$ cat src/core/pwm_led_defines.svh
// register indices, field positions and reset values of the led pulse-width modulator
`ifndef PWM_LED_DEFINES_SVH
`define PWM_LED_DEFINES_SVH

// register indices; byte address is four times the index
`define IDX_CTRL        14'h3400
`define IDX_DIVIDER     14'h3402
`define IDX_SLOPE       14'h340a
`define IDX_MAX_DUTY    14'h340c
`define IDX_WHITE       14'h340e
`define IDX_RED_TIMES   14'h3420
`define IDX_GREEN_TIMES 14'h3421
`define IDX_BLUE_TIMES  14'h3422
`define IDX_STATUS      14'h3423

// reset values
`define RST_REG16       16'h0000

// control register fields
`define CTRL_GATE_EN    0
`define CTRL_WHITE_EN   8
`define CTRL_RED_EN     9
`define CTRL_BLUE_EN    11
`define CTRL_EN_HI      11
`define CTRL_EN_LO      8

// field ranges
`define DIV_HI          3
`define SLOPE_HI        7
`define MAXD_HI         4
`define ON_HI           6
`define OFF_HI          14
`define OFF_LO          8
`define WDUTY_HI        5
`define WPER_HI         13
`define WPER_LO         8

// timing figures
`define PWM_STEPS       5'h10
`define PHASE_LAST      4'hf
`define PRESCALE_LSBS   2'h3

`endif

$ cat src/core/pwm_led_pkg.sv
// types shared by the led pulse-width modulator files
package pwm_led_pkg;

  typedef struct packed {
    logic [4:0] level;
    logic [7:0] slope_cnt;
  } ramp_state_t;

  typedef struct packed {
    logic [15:0]       ctrl;
    logic [15:0]       divider;
    logic [15:0]       slope;
    logic [15:0]       max_duty;
    logic [15:0]       white;
    logic [2:0][15:0]  times;
    logic              wr_pend;
    logic [13:0]       wr_idx;
    logic              rd_pend;
    logic [13:0]       rd_idx;
    logic [31:0]       hrdata;
    logic              hreadyout;
    logic              hresp;
    logic              src_prev;
    logic              gate_s;
    logic [3:0]        div_cnt;
    logic [3:0]        phase;
    logic [6:0]        period;
    logic [7:0]        w_pre;
    logic [5:0]        w_step;
    logic [3:0]        leds;
  } main_state_t;

endpackage : pwm_led_pkg

$ cat src/core/color_ramp_channel.sv
// one colour channel: on/off window inside the shared period and duty ramping
`timescale 1ns/1ps
`include "pwm_led_defines.svh"

module color_ramp_channel (
  // clock and reset
  input  wire logic       hclk,
  input  wire logic       hresetn,
  // control
  input  wire logic       clear,
  input  wire logic       enable,
  input  wire logic       pulse_tick,
  input  wire logic [6:0] period_count,
  input  wire logic [6:0] on_time,
  input  wire logic [6:0] off_time,
  input  wire logic [7:0] slope,
  input  wire logic [4:0] max_duty,
  // duty level in pwm steps
  output logic      [4:0] level
);

  pwm_led_pkg::ramp_state_t s;
  pwm_led_pkg::ramp_state_t next_s;
  logic [4:0] maxd;
  logic       active;

  // an off time below the on time wraps through the end of the period
  function automatic logic in_window(input logic [6:0] p, input logic [6:0] on_t,
                                     input logic [6:0] off_t);
    if (on_t <= off_t) begin
      in_window = (p >= on_t) && (p < off_t);
    end else begin
      in_window = (p >= on_t) || (p < off_t);
    end
  endfunction : in_window

  always_comb begin
    maxd   = (max_duty > `PWM_STEPS) ? `PWM_STEPS : max_duty;
    active = in_window(period_count, on_time, off_time);
    next_s = s;
    if (clear || !enable) begin
      next_s = '0;
    end else if (pulse_tick) begin
      if (slope == 8'h00) begin
        next_s.level     = active ? maxd : 5'h00;
        next_s.slope_cnt = 8'h00;
      end else if (active) begin
        if (s.level >= maxd) begin
          next_s.level     = maxd;
          next_s.slope_cnt = 8'h00;
        end else if (s.slope_cnt + 8'h01 >= slope) begin
          next_s.level     = s.level + 5'h01;
          next_s.slope_cnt = 8'h00;
        end else begin
          next_s.slope_cnt = s.slope_cnt + 8'h01;
        end
      end else begin
        // ramp stops where it stands and turns down at once
        if (s.level == 5'h00) begin
          next_s.slope_cnt = 8'h00;
        end else if (s.slope_cnt + 8'h01 >= slope) begin
          next_s.level     = s.level - 5'h01;
          next_s.slope_cnt = 8'h00;
        end else begin
          next_s.slope_cnt = s.slope_cnt + 8'h01;
        end
      end
    end
  end

  always_ff @(posedge hclk or negedge hresetn) begin
    if (!hresetn) begin
      s <= '0;
    end else begin
      s <= next_s;
    end
  end

  assign level = s.level;

endmodule : color_ramp_channel

$ cat src/core/led_pwm_rgbw_driver.sv
// four-channel led pulse-width modulator with an ahb-lite register slave
//
// Implementation choice: the AHB-Lite interface to the registers.
`timescale 1ns/1ps
`include "pwm_led_defines.svh"

module led_pwm_rgbw_driver (
  // clock and reset
  input  wire logic        hclk,
  input  wire logic        hresetn,
  // ahb-lite slave
  input  wire logic        hsel,
  input  wire logic [31:0] haddr,
  input  wire logic [1:0]  htrans,
  input  wire logic        hwrite,
  input  wire logic [2:0]  hsize,
  input  wire logic [31:0] hwdata,
  input  wire logic        hready,
  output logic      [31:0] hrdata,
  output logic             hreadyout,
  output logic             hresp,
  // pins
  input  wire logic        pwm_source_clock,
  input  wire logic        external_output_gate_input,
  // led outputs
  output logic             led_red,
  output logic             led_green,
  output logic             led_blue,
  output logic             led_white
);

  pwm_led_pkg::main_state_t s;
  pwm_led_pkg::main_state_t next_s;

  logic        src_edge;
  logic        any_en;
  logic        rgb_en;
  logic        pwm_tick;
  logic        pulse_tick;
  logic        gate_ok;
  logic [7:0]  w_limit;
  logic [4:0]  levels [3];
  logic [3:0]  chan;
  logic        addr_ok;

  // read view of the register map; unmapped words read as zero
  function automatic logic [15:0] read_word(input pwm_led_pkg::main_state_t st,
                                            input logic [13:0] idx);
    if (idx == `IDX_CTRL) begin
      read_word = st.ctrl;
    end else if (idx == `IDX_DIVIDER) begin
      read_word = st.divider;
    end else if (idx == `IDX_SLOPE) begin
      read_word = st.slope;
    end else if (idx == `IDX_MAX_DUTY) begin
      read_word = st.max_duty;
    end else if (idx == `IDX_WHITE) begin
      read_word = st.white;
    end else if (idx == `IDX_RED_TIMES) begin
      read_word = st.times[0];
    end else if (idx == `IDX_GREEN_TIMES) begin
      read_word = st.times[1];
    end else if (idx == `IDX_BLUE_TIMES) begin
      read_word = st.times[2];
    end else if (idx == `IDX_STATUS) begin
      read_word = {4'h0, st.leds, rgb_en, st.period};
    end else begin
      read_word = 16'h0000;
    end
  endfunction : read_word

  // colour channels share the period counter and pulse tick
  generate
    for (genvar i = 0; i < 3; i++) begin : g_color
      color_ramp_channel u_chan (
        .hclk         (hclk),
        .hresetn      (hresetn),
        .clear        (!rgb_en),
        .enable       (s.ctrl[`CTRL_RED_EN + i]),
        .pulse_tick   (pulse_tick),
        .period_count (s.period),
        .on_time      (s.times[i][`ON_HI:0]),
        .off_time     (s.times[i][`OFF_HI:`OFF_LO]),
        .slope        (s.slope[`SLOPE_HI:0]),
        .max_duty     (s.max_duty[`MAXD_HI:0]),
        .level        (levels[i])
      );
      // high for the first level steps of each 16-step cycle
      assign chan[i] = ({1'b0, s.phase} < levels[i]);
    end
  endgenerate

  // white: fixed duty out of 64 steps, or off
  assign chan[3] = s.ctrl[`CTRL_WHITE_EN] &&
                   (s.w_step < s.white[`WDUTY_HI:0]);

  always_comb begin
    // the source clock is slow against hclk, so its rising edge becomes a one-cycle tick
    src_edge   = pwm_source_clock && !s.src_prev;
    any_en     = |s.ctrl[`CTRL_EN_HI:`CTRL_EN_LO];
    rgb_en     = |s.ctrl[`CTRL_BLUE_EN:`CTRL_RED_EN];
    // gating by enables stands in for stopping the modulator clock
    pwm_tick   = src_edge && any_en && rgb_en &&
                 (s.div_cnt == s.divider[`DIV_HI:0]);
    pulse_tick = pwm_tick && (s.phase == `PHASE_LAST);
    // white prescale 4*(p+1) source clocks per step: 64 steps give 64 Hz to 1 Hz
    w_limit    = {s.white[`WPER_HI:`WPER_LO], `PRESCALE_LSBS};
    gate_ok    = !s.ctrl[`CTRL_GATE_EN] || s.gate_s;
    addr_ok    = hsel && hready && htrans[1];

    next_s           = s;
    next_s.src_prev  = pwm_source_clock;
    next_s.gate_s    = external_output_gate_input;
    next_s.hresp     = 1'b0;
    next_s.hreadyout = 1'b1;

    // write data phase: whole word taken, upper half ignored
    if (s.wr_pend) begin
      next_s.wr_pend = 1'b0;
      if (s.wr_idx == `IDX_CTRL) begin
        next_s.ctrl = hwdata[15:0];
      end else if (s.wr_idx == `IDX_DIVIDER) begin
        next_s.divider = hwdata[15:0];
      end else if (s.wr_idx == `IDX_SLOPE) begin
        next_s.slope = hwdata[15:0];
      end else if (s.wr_idx == `IDX_MAX_DUTY) begin
        next_s.max_duty = hwdata[15:0];
      end else if (s.wr_idx == `IDX_WHITE) begin
        next_s.white = hwdata[15:0];
      end else if (s.wr_idx == `IDX_RED_TIMES) begin
        next_s.times[0] = hwdata[15:0];
      end else if (s.wr_idx == `IDX_GREEN_TIMES) begin
        next_s.times[1] = hwdata[15:0];
      end else if (s.wr_idx == `IDX_BLUE_TIMES) begin
        next_s.times[2] = hwdata[15:0];
      end
    end

    // one wait state on reads lets a write just before land first
    if (s.rd_pend) begin
      next_s.rd_pend = 1'b0;
      next_s.hrdata  = {16'h0000, read_word(s, s.rd_idx)};
    end

    if (addr_ok) begin
      if (hwrite) begin
        next_s.wr_pend = 1'b1;
        next_s.wr_idx  = haddr[15:2];
      end else begin
        next_s.rd_pend   = 1'b1;
        next_s.rd_idx    = haddr[15:2];
        next_s.hreadyout = 1'b0;
      end
    end

    // colour timing chain
    if (!rgb_en) begin
      next_s.div_cnt = 4'h0;
      next_s.phase   = 4'h0;
      next_s.period  = 7'h00;
    end else if (src_edge && any_en) begin
      if (pwm_tick) begin
        next_s.div_cnt = 4'h0;
        next_s.phase   = s.phase + 4'h1;
        if (pulse_tick) begin
          next_s.period = s.period + 7'h01;
        end
      end else if (s.div_cnt >= s.divider[`DIV_HI:0]) begin
        // divider lowered mid-count; restart rather than run through 16
        next_s.div_cnt = 4'h0;
      end else begin
        next_s.div_cnt = s.div_cnt + 4'h1;
      end
    end

    // white timing, straight from the source clock
    if (!s.ctrl[`CTRL_WHITE_EN]) begin
      next_s.w_pre  = 8'h00;
      next_s.w_step = 6'h00;
    end else if (src_edge) begin
      if (s.w_pre >= w_limit) begin
        next_s.w_pre  = 8'h00;
        next_s.w_step = s.w_step + 6'h01;
      end else begin
        next_s.w_pre = s.w_pre + 8'h01;
      end
    end

    // output stage after the modulators
    next_s.leds = chan & {4{gate_ok}};
  end

  always_ff @(posedge hclk or negedge hresetn) begin
    if (!hresetn) begin
      s           <= '0;
      s.ctrl      <= `RST_REG16;
      s.divider   <= `RST_REG16;
      s.slope     <= `RST_REG16;
      s.max_duty  <= `RST_REG16;
      s.white     <= `RST_REG16;
      s.hreadyout <= 1'b1;
    end else begin
      s <= next_s;
    end
  end

  assign hrdata    = s.hrdata;
  assign hreadyout = s.hreadyout;
  assign hresp     = s.hresp;
  assign led_red   = s.leds[0];
  assign led_green = s.leds[1];
  assign led_blue  = s.leds[2];
  assign led_white = s.leds[3];

endmodule : led_pwm_rgbw_driver

$ cat config.mk
export PLATFORM = sky130hd
export DESIGN_NAME = led_pwm_rgbw_driver
export DESIGN_NICKNAME = d
export VERILOG_FILES = /design/src/core/pwm_led_pkg.sv /design/src/core/color_ramp_channel.sv /design/src/core/led_pwm_rgbw_driver.sv
export VERILOG_INCLUDE_DIRS = /design/src /design/src/core
export SDC_FILE = /design/constraint.sdc
export NUM_CORES = 1
export LEC_CHECK = 0
export ABC_AREA = 0
export BUFFER_PORTS_ARGS = -buffer_cell sky130_fd_sc_hd__buf_2
export CAP_MARGIN = 0
export CORE_ASPECT_RATIO = 0.8
export CORE_UTILIZATION = 45
export DETAILED_ROUTE_END_ITERATION = 6
export PLACE_DENSITY = 0.69
export SLEW_MARGIN = 20
export SYNTH_ARGS = -nofsm -noshare
export SYNTH_HDL_FRONTEND = slang
export SYNTH_SLANG_ARGS = --single-unit
$ cat constraint.sdc
create_clock -name hclk -period 3.7 [get_ports hclk]
set_clock_uncertainty 0.1 [all_clocks]
set_input_delay 0.74 -clock hclk [delete_from_list [all_inputs] [get_ports hclk]]
set_output_delay 0.74 -clock hclk [all_outputs]
set_load 0.01 [all_outputs]
==> results.md, run 1 <==
- STA classifies the critical path endpoint as a flip-flop.
- In the final layout, the share of cells above drive strength 1 is 0.177.
- The cell that appears most often on the critical path is a21o_1.
- The number of sinks handled by clock tree synthesis is 249.
- The critical path capture point is g_color[0].u_chan.level[3].
- Traced cell by cell, the critical path runs through nor2b_1, ha_1, nand2b_1, a21o_1, a21o_1, a311o_1, or3_1, o22ai_1, a211oi_1, o2bb2ai_1.
- At the later pin of the worst-skew pair, clock insertion delay measures 0.56 ns.
- The power density relative to cell area is 393 nW/um2.
- Max-cap violations in this run came to 0.
- In this run the worst hold path is classified as input pin to async pin.
- The biggest fanout along the worst timing path is 6.
- The leakage power of the design is 8.27 nW.
- The share of synthesized registers carrying an async set or reset is 1.00.
- In this run the tightest slew margin relative to its limit is 0.314.
- For met1 alone, demand over resource in global routing was 0.359.
- After the last flow step, the layout net total stands at 1826.
- The remaining global-route overflow is 0.
- The number of vias per cell is between 5 and 6.
- The post-synthesis cell area is 15200 um2.
- For the final routed database, the setup TNS stands at 0 ns.
- Once the clock tree was built, the resizer swapped 0 gates to a different size.
- Detailed placement ended at an HPWL of 30400 um.
- After routing the design area is 16800 um2.
- The share of total power dissipated in combinational logic is 0.124.
- The floorplan step defined a core boundary enclosing 32900 um2.
- For this design the total switching power over the nets is 1.85 mW.
- Data on the critical path arrives at its endpoint at approximately 3.7 ns.
- On the critical path, the stage with the largest delay is an instance of nor2b_1.
- Buffers placed on the I/O ports in this run total 58.
- The final number of max-transition violations was 0.
- The synthesized design contains 249 register bits.
- The final-report hold violation count is 0.
- Clock tree synthesis inserted a total of 26 buffers.
- The maximum cell stage delay along the critical path is around 0.53 ns.
- The clock share of power is 0.408.
- The number of I/O pins is 114.
- For this run, the total global-route usage over all layers was measured as 0.241.
- The flow ran to the end, and the final reports show no timing, DRC or antenna violations.
- Setup violations remaining at the end of the flow were counted as 0.
- Entering global routing, the biggest net connects 90 pins.
- Yosys mapped a number of flops with a built-in enable equal to 0.
- The startpoint of the worst-slack reg-to-reg timing path is s[167].
- The slew at the pin closest to its max-slew limit is 1.03 ns.
- The via count of the first global-routing pass came to 11700.
- The critical path startpoint is s[167].
- The fraction of met2 tracks used by global routing is 0.351.
- The number of buffers inserted by hold repair at cts is 0.
- Clock-pin slew was measured on the worst setup and hold paths at approximately 0.070 ns.
- The warning count from the yosys run is 0.
- The internal power is 4.77 mW.
- The post-placement cell area is 16000 um2.
- The total via count in the routed design is 12000.
- The clock tree from TritonCTS is built.
- Setup repair after global routing left no endpoint under its margin.
- Of the total power, the share spent switching nets is 0.279.
- For this configuration, the core starts out at a cell density of 0.463.
- The busiest metal layer after global routing is met1.
- After floorplanning, the core was divided into 59 placement rows.
- The remaining antenna violation count after routing is 0.
- The area of the die is 34600 um2.
- After clock tree synthesis, the setup repair step added 0 buffers.
- The worst-case reg-to-reg path depth is 10.
- The highest achievable clock rate is 305 MHz.
- Of the total power, registers draw 0.468.
- The critical path startpoint category is a flip-flop.
- The area added between synthesis and finish is 10.5%.
- The type of the setup path with the least slack is flip-flop to flip-flop.
- Dividing the final minimum period by the clock period gives 0.887.
- The vertical die dimension is 167 um.
- The number of iterations in the first detailed-routing pass is 5.
- Overall power consumption after layout is estimated at 6.62 mW.
- The count of distinct cell types in the synthesized netlist is 83.
- Summed over all layers, the routed wires come to 41200 um.
- The CTS H-tree depth is 1.
- The reg-to-reg setup timing slack is 0.42 ns.
- The remaining design rule violation count is 0.
- The first-iteration detailed-routing DRC count is 1010.
- The share of the Yosys chip area taken by registers is 0.409.
- The final critical delay including setup and external delays is about 3.3 ns.
- STA puts the critical path data required time at ~4.1 ns.
- The number of instances in the synthesized netlist is 1558.
- The critical register-to-register path endpoint is g_color[0].u_chan.level[3].
- For met3 alone, demand over resource in global routing was 0.0530.
- Across the VDD grid, the largest voltage drop is 0.000378 V.
- The root buffer cell is clkbuf_16.
- A synthesized cell averages about 10 um2.
- The initial antenna violation count is 2.
- From left edge to right edge, the die measures 208 um.
- The most common flop cell mapped by yosys is dfrtp_1.
- Dividing the detail-routed wire length by the instance count gives between 15 and 20 um.
- At the end of routability-driven placement, the weighted congestion stood at around 0.95.
- The clock passes through at most 3 buffers.
- The global-route wire length before repair is around 66000 um.
[area by class of cell]
type	count	area, um2
timing repair buffer	97	618
clock inverter	12	134
tap	427	534
antenna	2	5.00
multi-input combinational	1138	8210
inverter	98	368
sequential	249	6230
clock buffer	35	734
fill	3018	16100
[layer usage]
layer | vias to the layer above | wire length [um]
li1 | 5638 | -
met1 | 5938 | 19900
met2 | 394 | 17400
met3 | 57 | 3040
met4 | 2 | 839
met5 | - | 8
[power by group through the flow]
stage	sequential [mW]	clock, mW	combinational (mW)
after floorplan	3.05	0	0.608
after global placement	3.14	0	0.794
after detailed placement	3.15	0	0.821
after CTS	3.10	2.74	0.825
after global routing	3.12	2.86	0.939
final	3.10	2.70	0.824
[flip-flops by register name, summed over array words and instances (netlist names)]
signal	cells
s	189
g_color.u_chan.s	24
hrdata	16
g_color.u_chan.level	15
hreadyout	1
led_blue	1
led_green	1
led_red	1
led_white	1
[layout by cell type, fill, tap and decap left out, types with 6 or more instances in the layout]
cell / synthesis / final
o221ai_1: 8 / 8
and2_1: 6 / 6
a211oi_1: 16 / 16
nor4_1: 8 / 7
o21ai_0: 93 / 93
a22oi_1: 19 / 19
or3_1: 11 / 11
nand2b_1: 25 / 25
nand3_1: 41 / 41
xor2_1: 19 / 19
nor2b_1: 15 / 15
mux2i_1: 23 / 23
nand2_1: 191 / 191
o211ai_1: 6 / 6
nor3_1: 20 / 20
a21o_1: 31 / 31
nor2_1: 75 / 74
a22o_1: 8 / 8
o21a_1: 13 / 13
buf_4: 35 / 37
xnor2_1: 16 / 16
nand4_1: 22 / 22
o22ai_1: 17 / 17
conb_1: 1 / 17
a31oi_1: 11 / 11
ha_1: 140 / 140
buf_2: 12 / 57
mux2_2: 114 / 114
dfrtp_1: 248 / 248
inv_1: 97 / 97
and3_1: 14 / 14
clkbuf_16: 0 / 26
a21oi_1: 60 / 60
o31ai_1: 6 / 6
[synth_stat cells (4+ instances only)]
cell type | instances | share of area
ha_1 | 140 | 0.12
a22o_1 | 8 | 0.0046
mux2i_1 | 23 | 0.015
o21ai_1 | 4 | 0.0013
or3_1 | 11 | 0.0045
nand2b_1 | 25 | 0.010
and3_1 | 14 | 0.0058
o32ai_1 | 5 | 0.0029
nor2b_1 | 15 | 0.0062
a21o_1 | 31 | 0.015
o221ai_1 | 8 | 0.0046
xor2_1 | 19 | 0.011
a22oi_1 | 19 | 0.0094
nand4_1 | 22 | 0.0090
buf_2 | 12 | 0.0039
nor2_1 | 75 | 0.018
a211oi_1 | 16 | 0.0079
o211ai_1 | 6 | 0.0030
nand3_1 | 41 | 0.013
a31o_2 | 4 | 0.0023
o31ai_1 | 6 | 0.0030
a31oi_1 | 11 | 0.0045
buf_4 | 35 | 0.017
xnor2_1 | 16 | 0.0092
o22ai_1 | 17 | 0.0070
nor3_1 | 20 | 0.0066
and2_1 | 6 | 0.0025
o21a_1 | 13 | 0.0064
nand2_1 | 191 | 0.047
a21oi_1 | 60 | 0.020
clkbuf_1 | 41 | 0.010
dfrtp_1 | 248 | 0.41
inv_1 | 97 | 0.024
mux2_2 | 114 | 0.084
a221oi_1 | 4 | 0.0023
a21boi_0 | 4 | 0.0020
nor4_1 | 8 | 0.0033
o21ai_0 | 93 | 0.031
[critical path: cells and delay by family, from the launching register on]
| family | cells | cell delay, ns |
|---|---|---|
| and+or+nand+nor | 3 | 1.06 |
| AOI/OAI and AO/OA | 6 | 1.24 |
| DFF | 1 | 0.47 |
| adders and majority gates | 1 | 0.34 |
[worst min-delay path by stage]
stage,startpoint,endpoint
CTS,hresetn,s[102]
global placement,s[80],s[80]
global route,hresetn,s[102]
detailed placement,s[80],s[80]
floorplan,hresetn,g_color[0].u_chan.level[0]
finish,hresetn,s[160]
[stage by stage]
stage | hold WS, ns | util | std cells | worst slack, ns
final | 0.0956 | 0.511 | 2058 | 0.419
after detailed placement | 0.363 | 0.485 | 2009 | 0.459
after global routing | 0.153 | 0.511 | 2056 | 0.201
after CTS | 0.112 | 0.511 | 2056 | 0.454
after floorplan | 0.337 | - | 1574 | 0.921
after global placement | 0.351 | 0.485 | 2009 | 0.481
[cell families (layout without fill, tap and decap cells)]
family / after synthesis / in the layout / share of synthesized area
XOR/XNOR: 35 / 35 / 0.0201
adder cells (fa/ha/maj): 143 / 143 / 0.117
other: 1 / 19 / 0.000246
flip-flops: 249 / 249 / 0.409
AO/OA/AOI/OAI: 348 / 348 / 0.152
buffers and inverters: 187 / 242 / 0.0562
AND/OR/NAND/NOR: 458 / 458 / 0.146
multiplexers: 137 / 137 / 0.0994
(Power assumes the default switching activity.)
==> run 2, diff against run 1 <==
--- a/config.mk
+++ b/config.mk
@@ -12,8 +12,9 @@
 export CORE_ASPECT_RATIO = 0.8
 export CORE_UTILIZATION = 45
 export DETAILED_ROUTE_END_ITERATION = 6
-export PLACE_DENSITY = 0.69
+export PLACE_DENSITY = 0.66
 export SLEW_MARGIN = 20
 export SYNTH_ARGS = -nofsm -noshare
 export SYNTH_HDL_FRONTEND = slang
 export SYNTH_SLANG_ARGS = --single-unit
+export TNS_END_PERCENT = 5
==> constraint.sdc (replaced) <==
create_clock -name hclk -period 3.9 [get_ports hclk]
set_clock_uncertainty 0.1 [all_clocks]
set_input_delay 0.78 -clock hclk [delete_from_list [all_inputs] [get_ports hclk]]
set_output_delay 0.78 -clock hclk [all_outputs]
set_load 0.01 [all_outputs]
==> results.md, run 2 (synthesis results as in run 1) <==
- The number of buffers inserted by hold repair at cts is 0 (unchanged).
- The global-route wire length before repair is 67200 um (+2.0%).
- The power density relative to cell area came to 389 nW/um2 (-0.97%).
- The maximum cell stage delay along the critical path is 0.61 ns (+0.08 ns).
- The routed length per instance is 20.1 um (+0.61%).
- The logic depth of the worst setup path including buffers came to 9 (-1).
- The worst vdd rail ir drop is 0.000335 V (-11%).
- The post-route setup TNS came to 0 ns (unchanged).
- The later-pin clock latency in the skew report is 0.56 ns (about the same).
- The number of placement rows is 59 (unchanged).
- The highest achievable clock rate came to 293 MHz (-3.7%).
- The final critical delay including setup and external delays is 3.41 ns (+0.127 ns).
- The clock-pin slew reported for the worst setup and hold paths after clock tree synthesis was 0.06 ns (about the same).
- The number of gates resized after cts came to 0 (unchanged).
- The overall power came to 6.60 mW (-0.27%).
- The via count of the first global-routing pass was 11800 (+1.2%).
- The cell at the slowest stage of the critical path is dfrtp_1.
- The total via count in the routed design was 12000 (-0.017%).
- The area inside the core boundary is 32900 um2 (unchanged).
- The utilization after layout is 0.515 (+0.00365).
- The number of clock buffers inserted by TritonCTS is 28 (+7.7%).
- The aggregate routed wire length was 41400 um (+0.61%).
- The biggest fanout along the worst timing path was 16 (+10).
- The half-perimeter wire length after detailed placement is 30400 um (+0.29%).
- The number of sinks handled by clock tree synthesis is 249 (unchanged).
- The initial core utilization is 0.463 (unchanged).
- The layout cell share with drive strength beyond 1 was 0.177 (+0.000396).
- The number of maximum-capacitance constraint violations is 0 (unchanged).
- Grouping stages by cell kind, the critical path spends the most delay in simple AND/OR/NAND/NOR gates.
- The slew at the pin closest to its max-slew limit is 1.07 ns (+0.0450 ns).
- The setup fix buffers added after clock tree synthesis is 0 (unchanged).
- Setup repair after global routing left no endpoint under its margin.
- The leading cell type in the layout, fill and taps excluded is dfrtp_1.
- The vertical die dimension is 167 um (unchanged).
- The most numerous cell type found on the critical path is a31oi_1.
- The data arrival time of the critical path was 3.78 ns (+0.11 ns).
- The remaining antenna violation count after routing was 0 (unchanged).
- The initial antenna violation count was 1 (-1).
- The type of the setup path with the least slack is flip-flop to flip-flop.
- The path class of the tightest hold or removal check is input pin to async pin.
- The worst-case headroom to the max-slew limit is 0.284 (-0.0301).
- The critical path startpoint category is a flip-flop.
- The number of iterations in the first detailed-routing pass is 5 (unchanged).
- The chip width was 208 um (unchanged).
- The routability-driven placement congestion ratio came to 0.909 (-4.6%).
- The CTS H-tree depth came to 1 (unchanged).
- The overall global routing resource usage is 0.245 (+0.00361).
- The period utilization was 0.874 (-0.0128).
- More flip-flops sit in one register than any other, and that register is s.
- The worst path buffer plus inverter count came to 0 (unchanged).
- The number of vias per cell was 5.84 (about the same).
- The count of fill cells added during filler insertion is 3041 (+0.76%).
- The number of flip-flops in the largest register is 189 (unchanged).
- The final number of max-transition violations is 0 (unchanged).
- From synthesis to final layout, the design area changed by 11.3%.
- The area of the die is 34600 um2 (unchanged).
- The library cells used most frequently in the layout, excluding fill and tap cells, are dfrtp_1, nand2_1, ha_1, mux2_2, inv_1.
- The type of element capturing the critical path is a flip-flop.
- The number of I/O pins is 114 (unchanged).
- The required arrival time at the worst endpoint is 4.27 ns (+0.18 ns).
- The maximum number of buffers from clock root to sink is 3 (unchanged).
- The setup violation total in the final timing report is 0 (unchanged).
- The post-layout net count is 1826 (unchanged).
- The leakage power of the design is 8.32 nW (+0.71%).
- The pin count of the biggest net entering global routing was 91 (+1.1%).
- The final worst hold slack was 0.134 ns (+0.0387 ns).
- The non-filler instance count after layout is 2058 (unchanged).
- The placed cell count is 2007 (-0.10%).
- TritonCTS built the clock tree.
- The run finished with clean final reports.
- The remaining design rule violation count is 0 (unchanged).
- The tree is rooted in a clkbuf_16.
- Traced cell by cell, the critical path runs through ha_1, a21o_1, a31oi_1, o21ai_0, maj3_2, nor4bb_1, a31oi_1, nand2_1, mux2i_1.
- The count of input and output buffers was 58 (unchanged).
- The remaining global-route overflow is 0 (unchanged).
- The final-report hold violation count is 0 (unchanged).
- The first-iteration detailed-routing DRC count came to 898 (-11%).
- The number of antenna diodes is 0 (-2).
- The worst-case reg-to-reg path depth is 9 (-1).
run 2: cell types whose count changed in the layout (fill, tap and decap cells not counted):
cell        change
clkinv_4        +1
clkbuf_1        +1
inv_6           -1
diode_2         -2
clkinv_8        -1
buf_4           -2
bufinv_16       +3
clkinv_2        -1
clkbuf_16       +3
clkinvlp_4      -1
run 2: worst paths after layout:
| check | startpoint | slack [ns] | endpoint |
|---|---|---|---|
| setup reg to reg | s[20] | 0.49 | g_color[2].u_chan.level[4] |
| hold / removal | hresetn | 0.13 | hrdata[13] |
| hold reg to reg | s[80] | 0.37 | s[80] |
| setup / recovery | s[20] | 0.49 | g_color[2].u_chan.level[4] |
| min in group hclk | external_output_gate_input | 0.24 | s[33] |
| max in group asynchronous | hresetn | 2.61 | s[135] |
run 2: metrics by stage:
step / worst slack [ns] / instance area (um2)
after floorplan: 1.12 / 15300
final: 0.492 / 17000
after CTS: 0.542 / 17000
after global routing: 0.298 / 17000
after global placement: 0.625 / 15900
after detailed placement: 0.564 / 15900
run 2: power by group:
part           total [mW]  switching, mW  internal [mW]
Clock                2.88           1.10           1.78
Sequential           2.92          0.171           2.75
Combinational       0.804          0.481          0.323
run 2: per-layer routing:
metal,vias to the layer above,GRT usage,part of all wire
met5,-,0,0.00031
met4,2,0.0651,0.024
met3,66,0.0394,0.057
met2,318,0.365,0.43
met1,5998,0.366,0.49
li1,5643,-,-
run 2: layout make-up:
| cell class | instances | area [um2] | area share |
|---|---|---|---|
| timing repair buffer | 95 | 603 | 0.0356 |
| tap | 427 | 534 | 0.0315 |
| sequential | 249 | 6230 | 0.368 |
| inverter | 98 | 368 | 0.0217 |
| clock inverter | 12 | 195 | 0.0115 |
| multi-input combinational | 1138 | 8210 | 0.484 |
| clock buffer | 39 | 813 | 0.0480 |
run 2: worst register-to-register path, delay by kind of cell (launching register included):
kind                       cells  cell delay (ns)
AOI/OAI and AO/OA              4             0.67
adders and majority gates      2             0.80
DFF                            1             0.61
muxes                          1             0.24
and+or+nand+nor                2             0.91
